`config.mk`:
```
export PLATFORM = sky130hd
export DESIGN_NAME = rnf_request_filter
export DESIGN_NICKNAME = d
export VERILOG_FILES = /design/src/hdl/rnf_pkg.sv /design/src/hdl/rnf_setclr_reg.sv /design/src/hdl/rnf_node_lookup.sv /design/src/hdl/rnf_request_filter.sv
export SDC_FILE = /design/constraint.sdc
export NUM_CORES = 1
export LEC_CHECK = 0
export ABC_AREA = 1
export BUFFER_PORTS_ARGS = -buffer_cell sky130_fd_sc_hd__buf_2
export CAP_MARGIN = 40
export CORE_ASPECT_RATIO = 1.75
export CORE_MARGIN = 5
export CORE_UTILIZATION = 50
export CTS_BUF_LIST = sky130_fd_sc_hd__clkbuf_4
export CTS_CLUSTER_SIZE = 40
export DETAILED_ROUTE_END_ITERATION = 7
export GPL_ROUTABILITY_DRIVEN = 1
export PLACE_DENSITY = 0.76
export SLEW_MARGIN = 20
export SYNTH_ARGS = -nofsm -noshare
export SYNTH_HDL_FRONTEND = slang
export SYNTH_HIERARCHICAL = 1
export SYNTH_SLANG_ARGS = --single-unit
```
`constraint.sdc`:
```
create_clock -name sys_clk_i -period 2 [get_ports sys_clk_i]
set_clock_uncertainty 0.05 [all_clocks]
set_input_delay 0.1 -clock sys_clk_i [delete_from_list [all_inputs] [get_ports sys_clk_i]]
set_output_delay 0.1 -clock sys_clk_i [all_outputs]
set_load 0.1 [all_outputs]
```
`src/hdl/rnf_pkg.sv`:
```
// constants shared by the request node filter files
// Behaviour
// lower async filter bit n accepts requests from local node n, 0 to 31
// lower async filter has set port 108h, clear port 10Ch, both read the value
// both filter registers come out of reset as all zeros
// upper physical filter bit k routes local node k+32 to the physical context
// physical-bound packets pass the async check first, then the physical check
// physical filter bit clear sends the request to the async receive context
// per-node lookup only for local-bus sources; others use the all-buses bit
// non-local packets are not acknowledged unless physical filter bit 31 is set; the code also acknowledges them when upper async filter bit 31 is set
// physical filter bit 31 set accepts all requests from non-local buses
// physical filter bit 31 survives the physical-layer reset input
// upper physical filter has set port 110h, clear port 114h, both read the value
// local request with its async filter bit clear is not acknowledged nor queued
// upper async filter covers nodes 32 to 62, its bit 31 accepts non-local
// lower physical filter covers nodes 0 to 31 for the physical check
// software writes ones to set or clear bits; zero bits change nothing
// filter bits are judged when the source node is known, before the decision
package rnf_pkg;
    // -----------------------------------------------------------------
    // register map, byte addresses
    // -----------------------------------------------------------------
    localparam logic [11:0] OFF_ASYNC_LOW_SET = 12'h108;
    localparam logic [11:0] OFF_ASYNC_LOW_CLR = 12'h10C;
    localparam logic [11:0] OFF_PHYS_HIGH_SET = 12'h110;
    localparam logic [11:0] OFF_PHYS_HIGH_CLR = 12'h114;
    // -----------------------------------------------------------------
    // register contents
    // -----------------------------------------------------------------
    localparam int FILTER_W = 32;
    localparam logic [31:0] FILTER_RESET = 32'h00000000;
    localparam int ALL_BUSES_BIT = 31;
    // bits kept through the physical-layer reset
    localparam logic [31:0] PHYS_KEEP_MASK = 32'h80000000;
    localparam logic [31:0] NO_KEEP_MASK = 32'h00000000;
    localparam int NODE_W = 6;
    localparam logic [5:0] NODE_UPPER_BASE = 6'h20;
    localparam logic [5:0] NODE_BROADCAST = 6'h3F;
    // -----------------------------------------------------------------
    // decoded register selects and bus answers
    // -----------------------------------------------------------------
    typedef enum logic [2:0] {
        RNF_SEL_NONE,
        RNF_SEL_LOW_SET,
        RNF_SEL_LOW_CLR,
        RNF_SEL_HIGH_SET,
        RNF_SEL_HIGH_CLR
    } rnf_sel_t;
    localparam logic [1:0] RESP_OKAY = 2'h0;
    localparam logic [1:0] RESP_SLVERR = 2'h2;
endpackage

```
`src/hdl/rnf_setclr_reg.sv`:
```
// one set/clear filter register with a partial wipe
`timescale 1ns/10ps
module rnf_setclr_reg #(
    parameter int WIDTH = 32,
    parameter logic [WIDTH-1:0] RESET_VAL = '0,
    parameter logic [WIDTH-1:0] KEEP_MASK = '0
) (
    input wire logic sys_clk_i,
    input wire logic reset_i,
    input wire logic wipe_i,
    input wire logic [WIDTH-1:0] set_i,
    input wire logic [WIDTH-1:0] clr_i,
    output logic [WIDTH-1:0] value_o
);
    logic [WIDTH-1:0] value_reg;
    logic [WIDTH-1:0] value_next;

    // -----------------------------------------------------------------
    // next value
    // -----------------------------------------------------------------
    // set wins over a wipe in the same cycle, so a write is never lost
    always_comb
    begin
        value_next = value_reg;
        if (wipe_i)
        begin
            value_next = value_next & KEEP_MASK;
        end
        value_next = (value_next & ~clr_i) | set_i;
    end

    // storage
    always_ff @(posedge sys_clk_i)
    begin
        if (reset_i)
        begin
            value_reg <= RESET_VAL;
        end
        else
        begin
            value_reg <= value_next;
        end
    end

    assign value_o = value_reg;
endmodule

```
`src/hdl/rnf_node_lookup.sv`:
```
// per-node accept and routing decision for one incoming request
`timescale 1ns/10ps
module rnf_node_lookup (
    input wire logic [31:0] async_low_i,
    input wire logic [31:0] async_high_i,
    input wire logic [31:0] phys_low_i,
    input wire logic [31:0] phys_high_i,
    input wire logic [5:0] src_node_i,
    input wire logic src_local_i,
    input wire logic to_phys_i,
    output logic accept_o,
    output logic to_phys_o,
    output logic to_arrq_o
);
    logic [63:0] async_map;
    logic [63:0] phys_map;
    logic async_ok;
    logic phys_ok;

    // node 63 is broadcast and owns no bit: the top bit is the all-buses flag
    function automatic logic node_bit(input logic [63:0] map, input logic [5:0] node);
        node_bit = (node == rnf_pkg::NODE_BROADCAST) ? 1'b0 : map[node];
    endfunction

    // -----------------------------------------------------------------
    // node maps, lower register first
    // -----------------------------------------------------------------
    assign async_map = {async_high_i, async_low_i};
    assign phys_map = {phys_high_i, phys_low_i};

    // first stage async check, then second stage physical check
    always_comb
    begin
        if (src_local_i)
        begin
            async_ok = node_bit(async_map, src_node_i);
            phys_ok = node_bit(phys_map, src_node_i);
        end
        else
        begin

            async_ok = async_high_i[rnf_pkg::ALL_BUSES_BIT] | phys_high_i[rnf_pkg::ALL_BUSES_BIT];
            phys_ok = phys_high_i[rnf_pkg::ALL_BUSES_BIT];
        end
    end

    // routing only for accepted requests
    assign accept_o = async_ok;
    assign to_phys_o = async_ok & to_phys_i & phys_ok;
    assign to_arrq_o = async_ok & ~(to_phys_i & phys_ok);
endmodule

```
`src/hdl/rnf_request_filter.sv`:
```
// request node filter top: AXI4-Lite slave, two filter registers, request decision
`timescale 1ns/10ps
module rnf_request_filter #(
    parameter int ADDR_W = 12
) (
    input wire logic sys_clk_i,
    input wire logic reset_i,
    input wire logic phy_layer_reset_input_i,
    input wire logic [ADDR_W-1:0] s_axi_awaddr_i,
    input wire logic s_axi_awvalid_i,
    output logic s_axi_awready_o,
    input wire logic [31:0] s_axi_wdata_i,
    input wire logic [3:0] s_axi_wstrb_i,
    input wire logic s_axi_wvalid_i,
    output logic s_axi_wready_o,
    output logic [1:0] s_axi_bresp_o,
    output logic s_axi_bvalid_o,
    input wire logic s_axi_bready_i,
    input wire logic [ADDR_W-1:0] s_axi_araddr_i,
    input wire logic s_axi_arvalid_i,
    output logic s_axi_arready_o,
    output logic [31:0] s_axi_rdata_o,
    output logic [1:0] s_axi_rresp_o,
    output logic s_axi_rvalid_o,
    input wire logic s_axi_rready_i,
    input wire logic [31:0] async_filter_high_i,
    input wire logic [31:0] phys_filter_low_i,
    input wire logic req_valid_i,
    input wire logic [5:0] req_src_node_i,
    input wire logic req_src_local_i,
    input wire logic req_to_phys_i,
    output logic dec_valid_o,
    output logic dec_ack_o,
    output logic dec_to_phys_o,
    output logic dec_to_arrq_o
);
    // -----------------------------------------------------------------
    // declarations
    // -----------------------------------------------------------------
    logic [ADDR_W-1:0] aw_addr_reg;
    logic aw_held_reg;
    logic [31:0] w_data_reg;
    logic [3:0] w_strb_reg;
    logic w_held_reg;
    logic bvalid_reg;
    logic [1:0] bresp_reg;
    logic rvalid_reg;
    logic [31:0] rdata_reg;
    logic [1:0] rresp_reg;
    logic wr_fire;
    rnf_pkg::rnf_sel_t wr_sel;
    rnf_pkg::rnf_sel_t rd_sel;
    logic [31:0] lane_mask;
    logic [31:0] wr_bits;
    logic [31:0] low_set;
    logic [31:0] low_clr;
    logic [31:0] high_set;
    logic [31:0] high_clr;
    logic [31:0] async_low;
    logic [31:0] phys_high;
    logic lk_accept;
    logic lk_to_phys;
    logic lk_to_arrq;
    logic dec_valid_reg;
    logic dec_ack_reg;
    logic dec_to_phys_reg;
    logic dec_to_arrq_reg;

    // offset decode, shared by the write and the read path
    function automatic rnf_pkg::rnf_sel_t reg_decode(input logic [ADDR_W-1:0] addr);
        logic [11:0] a;
        a = {addr[11:2], 2'b00};
        case (a)
            rnf_pkg::OFF_ASYNC_LOW_SET: reg_decode = rnf_pkg::RNF_SEL_LOW_SET;
            rnf_pkg::OFF_ASYNC_LOW_CLR: reg_decode = rnf_pkg::RNF_SEL_LOW_CLR;
            rnf_pkg::OFF_PHYS_HIGH_SET: reg_decode = rnf_pkg::RNF_SEL_HIGH_SET;
            rnf_pkg::OFF_PHYS_HIGH_CLR: reg_decode = rnf_pkg::RNF_SEL_HIGH_CLR;
            default: reg_decode = rnf_pkg::RNF_SEL_NONE;
        endcase
    endfunction

    // -----------------------------------------------------------------
    // write channels
    // -----------------------------------------------------------------
    // address and data are caught separately, in either order
    assign s_axi_awready_o = ~aw_held_reg;
    assign s_axi_wready_o = ~w_held_reg;
    assign wr_fire = aw_held_reg & w_held_reg & ~bvalid_reg;

    // write address holding
    always_ff @(posedge sys_clk_i)
    begin
        if (reset_i)
        begin
            aw_held_reg <= 1'b0;
            aw_addr_reg <= '0;
        end
        else if (s_axi_awvalid_i && !aw_held_reg)
        begin
            aw_held_reg <= 1'b1;
            aw_addr_reg <= s_axi_awaddr_i;
        end
        else if (wr_fire)
        begin
            aw_held_reg <= 1'b0;
        end
    end

    // write data holding
    always_ff @(posedge sys_clk_i)
    begin
        if (reset_i)
        begin
            w_held_reg <= 1'b0;
            w_data_reg <= '0;
            w_strb_reg <= '0;
        end
        else if (s_axi_wvalid_i && !w_held_reg)
        begin
            w_held_reg <= 1'b1;
            w_data_reg <= s_axi_wdata_i;
            w_strb_reg <= s_axi_wstrb_i;
        end
        else if (wr_fire)
        begin
            w_held_reg <= 1'b0;
        end
    end

    // write response; an unmapped offset changes nothing and answers an error
    always_ff @(posedge sys_clk_i)
    begin
        if (reset_i)
        begin
            bvalid_reg <= 1'b0;
            bresp_reg <= rnf_pkg::RESP_OKAY;
        end
        else if (wr_fire)
        begin
            bvalid_reg <= 1'b1;
            bresp_reg <= (wr_sel == rnf_pkg::RNF_SEL_NONE) ? rnf_pkg::RESP_SLVERR : rnf_pkg::RESP_OKAY;
        end
        else if (s_axi_bready_i)
        begin
            bvalid_reg <= 1'b0;
        end
    end

    assign s_axi_bvalid_o = bvalid_reg;
    assign s_axi_bresp_o = bresp_reg;

    // -----------------------------------------------------------------
    // set and clear strobes
    // -----------------------------------------------------------------
    // byte lanes without a strobe leave their bits untouched
    genvar gi;
    generate
        for (gi = 0; gi < 4; gi++)
        begin : g_lane
            assign lane_mask[gi*8 +: 8] = {8{w_strb_reg[gi]}};
        end
    endgenerate

    assign wr_sel = reg_decode(aw_addr_reg);
    assign wr_bits = w_data_reg & lane_mask;
    assign low_set = (wr_fire && wr_sel == rnf_pkg::RNF_SEL_LOW_SET) ? wr_bits : '0;
    assign low_clr = (wr_fire && wr_sel == rnf_pkg::RNF_SEL_LOW_CLR) ? wr_bits : '0;
    assign high_set = (wr_fire && wr_sel == rnf_pkg::RNF_SEL_HIGH_SET) ? wr_bits : '0;
    assign high_clr = (wr_fire && wr_sel == rnf_pkg::RNF_SEL_HIGH_CLR) ? wr_bits : '0;

    // lower async filter is untouched by the physical-layer reset
    rnf_setclr_reg #(
        .WIDTH(rnf_pkg::FILTER_W),
        .RESET_VAL(rnf_pkg::FILTER_RESET),
        .KEEP_MASK(rnf_pkg::NO_KEEP_MASK)
    ) u_async_low (
        .sys_clk_i(sys_clk_i),
        .reset_i(reset_i),
        .wipe_i(1'b0),
        .set_i(low_set),
        .clr_i(low_clr),
        .value_o(async_low)
    );

    // upper physical filter: per-node bits wiped, all-buses bit kept
    rnf_setclr_reg #(
        .WIDTH(rnf_pkg::FILTER_W),
        .RESET_VAL(rnf_pkg::FILTER_RESET),
        .KEEP_MASK(rnf_pkg::PHYS_KEEP_MASK)
    ) u_phys_high (
        .sys_clk_i(sys_clk_i),
        .reset_i(reset_i),
        .wipe_i(phy_layer_reset_input_i),
        .set_i(high_set),
        .clr_i(high_clr),
        .value_o(phys_high)
    );

    // -----------------------------------------------------------------
    // read channel
    // -----------------------------------------------------------------
    assign s_axi_arready_o = ~rvalid_reg;
    assign rd_sel = reg_decode(s_axi_araddr_i);

    // set and clear ports both return the live value
    always_ff @(posedge sys_clk_i)
    begin
        if (reset_i)
        begin
            rvalid_reg <= 1'b0;
            rdata_reg <= '0;
            rresp_reg <= rnf_pkg::RESP_OKAY;
        end
        else if (s_axi_arvalid_i && !rvalid_reg)
        begin
            rvalid_reg <= 1'b1;
            rresp_reg <= rnf_pkg::RESP_OKAY;
            case (rd_sel)
                rnf_pkg::RNF_SEL_LOW_SET, rnf_pkg::RNF_SEL_LOW_CLR: rdata_reg <= async_low;
                rnf_pkg::RNF_SEL_HIGH_SET, rnf_pkg::RNF_SEL_HIGH_CLR: rdata_reg <= phys_high;
                default:
                begin
                    rdata_reg <= '0;
                    rresp_reg <= rnf_pkg::RESP_SLVERR;
                end
            endcase
        end
        else if (s_axi_rready_i)
        begin
            rvalid_reg <= 1'b0;
        end
    end

    assign s_axi_rvalid_o = rvalid_reg;
    assign s_axi_rdata_o = rdata_reg;
    assign s_axi_rresp_o = rresp_reg;

    // -----------------------------------------------------------------
    // request decision
    // -----------------------------------------------------------------
    rnf_node_lookup u_lookup (
        .async_low_i(async_low),
        .async_high_i(async_filter_high_i),
        .phys_low_i(phys_filter_low_i),
        .phys_high_i(phys_high),
        .src_node_i(req_src_node_i),
        .src_local_i(req_src_local_i),
        .to_phys_i(req_to_phys_i),
        .accept_o(lk_accept),
        .to_phys_o(lk_to_phys),
        .to_arrq_o(lk_to_arrq)
    );

    // judged on the filter value in the cycle the node is presented
    always_ff @(posedge sys_clk_i)
    begin
        if (reset_i)
        begin
            dec_valid_reg <= 1'b0;
            dec_ack_reg <= 1'b0;
            dec_to_phys_reg <= 1'b0;
            dec_to_arrq_reg <= 1'b0;
        end
        else
        begin
            dec_valid_reg <= req_valid_i;
            dec_ack_reg <= req_valid_i & lk_accept;
            dec_to_phys_reg <= req_valid_i & lk_to_phys;
            dec_to_arrq_reg <= req_valid_i & lk_to_arrq;
        end
    end

    assign dec_valid_o = dec_valid_reg;
    assign dec_ack_o = dec_ack_reg;
    assign dec_to_phys_o = dec_to_phys_reg;
    assign dec_to_arrq_o = dec_to_arrq_reg;
endmodule

```
**Yosys cells after proc, flatten, opt, wreduce, memory -nomap -nowiden**

Index checks and enable logic that the tools add are counted.

- Bits in registers: 156
- Input bits: 141
- Output and inout bits: 45

- Order comparisons: 1
- Equality and inequality tests: 17
- Muxes and demuxes: 25
- Bitwise gates (word level): 22
- Reduce and logical (&&, ||, !) cells: 18

Operators with widths:

| cell | number |
|---|---|
| 32-bit two-way mux | 4 |
| 32-bit bitwise AND | 3 |
| 10-bit by 7-bit equality test with 1-bit output, second input constant | 8 |
| 32-bit NOT | 2 |
| 32-bit bitwise OR | 2 |
| 32-bit case mux with 2 select lines | 1 |
| 31-bit two-way mux | 1 |
| 3-bit case mux with 4 select lines | 2 |
| 1-bit two-way mux | 13 |
| 1-bit binary-select mux with 6-bit select | 2 |
| 3-bit by 2-bit equality test with 1-bit output, second input constant | 4 |
| 1-bit bitwise AND | 9 |
| 2-bit nonzero test | 4 |
| 1-bit logical AND | 7 |
| 6-bit by 7-bit less-than comparator with 1-bit output, second input constant | 1 |
| 3-bit by 1-bit equality test with 1-bit output, second input constant | 2 |
| 3-bit equality test, second input constant | 2 |
| 6-bit equality test, second input constant | 1 |
| 1-bit NOT | 5 |
| 2-bit two-way mux | 2 |
| 2-bit OR reduction | 2 |
| 4-bit OR reduction | 1 |
| 1-bit logical NOT | 3 |
| 3-bit logical NOT | 1 |
| 1-bit bitwise OR | 1 |

**Longest topological paths before layout**

- Word-level depth: 8
- Depth in mapped cells: 20
- Mapped depth without buffers: 18

**By module**

Netlist, hierarchy kept.

By module, submodules not included:

| module | instances | cells an instance | area each (um2) | sequential area each (um2) |
|---|---|---|---|---|
| rnf_request_filter | 1 | 745 | 4,461.8 | 1,761.7 |
| rnf_setclr_reg (u_async_low) | 1 | 167 | 1,552.7 | 640.6 |
| rnf_node_lookup | 1 | 329 | 1,482.7 | 0.0 |
| rnf_setclr_reg (u_phys_high) | 1 | 166 | 1,278.7 | 640.6 |

**Worst setup path after synthesis**

Ideal clock, no wire load.

- Kind: register to register
- Start point: register rvalid_reg (netlist: s_axi_rvalid_o)
- End point: register rdata_reg[17] (netlist: s_axi_rdata_o[17])
- Setup time: 0.109 ns
- Arrival time: 2.471 ns
- Required time: 1.841 ns
- Setup slack: -0.630 ns
- Stages on the path, launching flop included: 10
- Path through: dfxtp_1 inv_1 nand2_1 inv_1 buf_2 buf_2 nor2_1 nor2_1 nand2_1 inv_1

- Cells in the longest elaborated chain, start to end: 2

Ends and longest elaborated chain:

| element | RTL line | text |
|---|---|---|
| from (decl) | rnf_request_filter.sv:47 | `logic rvalid_reg;` |
| from (signal assigned) | rnf_request_filter.sv:210 | `rvalid_reg <= 1'b0;` |
| from (signal assigned) | rnf_request_filter.sv:216 | `rvalid_reg <= 1'b1;` |
| from (signal assigned) | rnf_request_filter.sv:230 | `rvalid_reg <= 1'b0;` |
| 1-bit logical NOT | rnf_request_filter.sv:214 | `else if (s_axi_arvalid_i && !rvalid_reg)` |
| 1-bit logical AND | rnf_request_filter.sv:214 |  |
| to (signal assigned) | rnf_request_filter.sv:219 | `rnf_pkg::RNF_SEL_LOW_SET, rnf_pkg::RNF_SEL_LOW_CLR: rdata_reg <= async_low;` |
| to (signal assigned) | rnf_request_filter.sv:220 | `rnf_pkg::RNF_SEL_HIGH_SET, rnf_pkg::RNF_SEL_HIGH_CLR: rdata_reg <= phys_high;` |
| to (decl) | rnf_request_filter.sv:48 | `logic [31:0] rdata_reg;` |

Every way passes these cells.
A chain may end at the register's enable or synchronous reset.

**Worst setup path in the final report**

- Start point: register aw_addr_reg[9]
- End point: register u_phys_high.value_reg[13] (netlist: u_phys_high/value_o[13])

RTL lines:

| element | RTL line | text |
|---|---|---|
| from (decl) | rnf_request_filter.sv:40 | `logic [ADDR_W-1:0] aw_addr_reg;` |
| from (signal assigned) | rnf_request_filter.sv:101 | `aw_addr_reg <= s_axi_awaddr_i;` |
| 10-bit by 7-bit equality test with 1-bit output | rnf_request_filter.sv:73 | `case (a)` |
| 3-bit case mux with 4 select lines (*) | rnf_request_filter.sv:73 |  |
| 3-bit by 2-bit equality test with 1-bit output (*) | rnf_request_filter.sv:168 | `assign high_set = (wr_fire && wr_sel == rnf_pkg::RNF_SEL_HIGH_SET) ? wr_bits : '0;` |
| 1-bit logical AND (*) | rnf_request_filter.sv:168 |  |
| 32-bit two-way mux (*) | rnf_request_filter.sv:168 |  |
| net high_set[13] | rnf_request_filter.sv:57 | `logic [31:0] high_set;` |
| 32-bit bitwise OR (*) | rnf_setclr_reg.sv:29 | `value_next = (value_next & ~clr_i) \| set_i;` |
| to (signal assigned) | rnf_setclr_reg.sv:41 | `value_reg <= value_next;` |
| to (decl) | rnf_setclr_reg.sv:15 | `logic [WIDTH-1:0] value_reg;` |

The timed path passes the listed nets; every way through them passes the cells marked *.

==> metrics.txt <==
largest net degree at the start of global routing 101; Hold Violations, Final 0; share of layout cells above drive strength 1 between 15 and 20%; Reg clk slew, reported paths 0.14 ns; IO Count between 150 and 200; via/cell ratio a little under 5; Post-DP Area between 9000 and 10000 um2; Tcrit/Tclk final just over 90%; antenna-violating nets left 0; Final #Nets between 1500 and 2000; max-slew violation count 0; Unique masters post-synth 29; min cycle time layout between 1.5 and 2 ns; number of max-cap violations 0; Tot GR Track Use roughly 25%; most common cell after layout, fill and taps aside nand2_1; Rows 64; grt total ovfl 0; R2R setup slack between 0.15 and 0.2 ns; adder-cell share of the synthesized area 0%; clock tree buffer depth 2; Post-Route WL roughly 25 mm; I/O Buffers around 180; Hold Crit Class input port to flip-flop; WL/cell between 10 and 15 um; FMAX roughly 550 MHz; Req. time, crit path ~2.4 ns; Vias about 9200; clk_lat worst skew about 0.56 ns; total die area ~20000 um2; drt drc 0; Storage cell area 3050 um2; crit-path cells nor2_1, nand3_1, nor2_2, o21ai_1, nor2_2, nand2_4, buf_12, nor2_1, inv_1, a21oi_1; setup bufs post-CTS 0; main combinational cell family by area after synthesis simple AND/OR/NAND/NOR gates; crit end category flip-flop; Multi-input gate area 4410 um2; Max H-tree Level 4; Post-Synth Simple-Gate Area approximately 42%; FF+latch count, synth ~150; P&R area growth vs syn 21.4%; Max-slew headroom ~58%; vias in the first global route between 8000 and 9000; most frequent cells in the layout nand2_1 (333), nor2_1 (301), inv_1 (187); # fillers about 1700; DR iter-0 viols around 560; power per cell area 624 nW/um2; TritonCTS clock tree done; critical path type flip-flop to flip-flop; dpl ws roughly 0.12 ns; Worst path slowest cell dfxtp_1; setup ws final 0.180 ns; Design Area, Final 10700 um2; initial antenna violation count 1; Pre-antenna DRT Iters 5; CTS root buffer clkbuf_4; cell area after synthesis ~8800 um2; status finished clean; Die Ht between 150 and 200 um; Worst setup SP type flip-flop; Initial Util 50.5%; Yosys Warn Count 6; VDD IR max roughly 0.38 mV; Synth Area in Compound Gates 8.44%; Core Footprint roughly 17000 um2; xor/xnor share of the synthesized area 0%; measured slew at the worst slew-check pin around 0.63 ns; CTS Buf Count 17; Die W roughly 110 um; instance count of the mapped netlist ~1400; synthesized area per cell 6.24 um2; leakage roughly 4.5 nW; first-pass GRT wire length between 40 and 50 mm; Worst path max stage delay ~0.34 ns; Worst Path Max Fanout 17; # setup viols final 0; dpl hpwl 16.4 mm; WP data arrival between 2 and 2.5 ns; sequential share of the synthesized area 34.7%; Core Util, Final 61.3%; Critical path buffers and inverters 2; mux share of post-synthesis cell area 0%; Num Clock Sinks roughly 150; GPL Wtd Cong roughly 0.8; top cell family by delay on the critical path simple AND/OR/NAND/NOR gates
-- Yosys cell counts --
| cell type | number | area, um2 |
|---|---|---|
| nand2_1 | 334 | 1250 |
| nor2_1 | 303 | 1140 |
| inv_1 | 189 | 709 |
| nand3_1 | 175 | 876 |
| dfxtp_1 | 152 | 3040 |
| o21ai_0 | 47 | 235 |
| a21oi_2 | 36 | 315 |
| a21oi_1 | 34 | 170 |
| nand3_2 | 31 | 310 |
| buf_2 | 22 | 110 |
| buf_6 | 20 | 225 |
| clkbuf_1 | 19 | 71.3 |
| buf_4 | 14 | 105 |
| buf_1 | 6 | 22.5 |
| inv_2 | 5 | 18.8 |
| buf_12 | 3 | 60.1 |
| clkinv_1 | 3 | 11.3 |
| nand2_2 | 2 | 12.5 |
| nor2_2 | 2 | 12.5 |
| conb_1 | 1 | 3.75 |
| inv_4 | 1 | 6.26 |
| nand4_1 | 1 | 6.26 |
| nor3_1 | 1 | 5.00 |
| nor3_4 | 1 | 16.3 |
| nor3b_2 | 1 | 12.5 |
| nor4_1 | 1 | 6.26 |
| o21a_1 | 1 | 7.51 |
| o21ai_1 | 1 | 5.00 |
| o21bai_1 | 1 | 7.51 |
-- final cells by class --
cell class,instances,share of cell area (%)
Timing Repair Buffer,267,17.5
Multi-Input combinational cell,975,41.4
Clock inverter,13,1.39
Antenna cell,1,0.0235
Sequential cell,152,28.6
Inverter,198,7.04
Clock buffer,18,1.27
Tap cell,231,2.71
-- metrics by stage --
step	instances	setup TNS [ns]	hold slack, ns	total power, mW
CTS	1854	0	0.00405	6.68
global route	1855	-0.00711	0.0123	6.99
floorplan	1409	0	0.119	4.33
global placement	1760	0	0.272	4.65
finish	1855	0	0.0418	6.65
detailed placement	1760	0	0.275	4.66
-- path summary, 6_finish.rpt --
check	startpoint	end	depth (start not counted)
max reg2reg	aw_addr_reg[9]	u_phys_high/value_o[13]	10
min	phy_layer_reset_input_i	u_phys_high/value_o[28]	4
max	aw_addr_reg[9]	u_phys_high/value_o[13]	10
min reg2reg	aw_addr_reg[7]	aw_addr_reg[7]	2
-- routing by layer --
layer / share of wire [%] / global-route usage, % / wire [um]
met2: 51 / 45.4 / 12900
met4: 2.8 / 10.7 / 703
met3: 6.5 / 3.84 / 1640
met1: 39 / 28.1 / 9940
met5: 0 / 0 / 0
-- power by group --
group / total (mW) / switching [mW] / internal [mW]
clock network: 1.93 / 1.17 / 0.762
logic: 1.48 / 1.02 / 0.457
registers: 3.24 / 0.0779 / 3.16
-- worst register-to-register path: stages (launching register included) --
cell and delay, ns:
dfxtp_1 0.34, nor2_1 0.14, nand3_1 0.14, nor2_2 0.15, o21ai_1 0.12, nor2_2 0.19, nand2_4 0.16, buf_12 0.19
nor2_1 0.10, inv_1 0.05, a21oi_1 0.13
-- kinds of logic after synthesis --
family / Yosys count
AOI/OAI and AO/OA: 120
buffers and inverters: 282
and+or+nand+nor: 852
other: 1
DFF: 152
-- timing repair --
action,4_1_cts,5_1_grt
hold buffers,63,0
gates resized for setup,0,3
hold endpoints to repair,56,0
endpoints found under the setup margin,0,34
(Power assumes the default switching activity.)
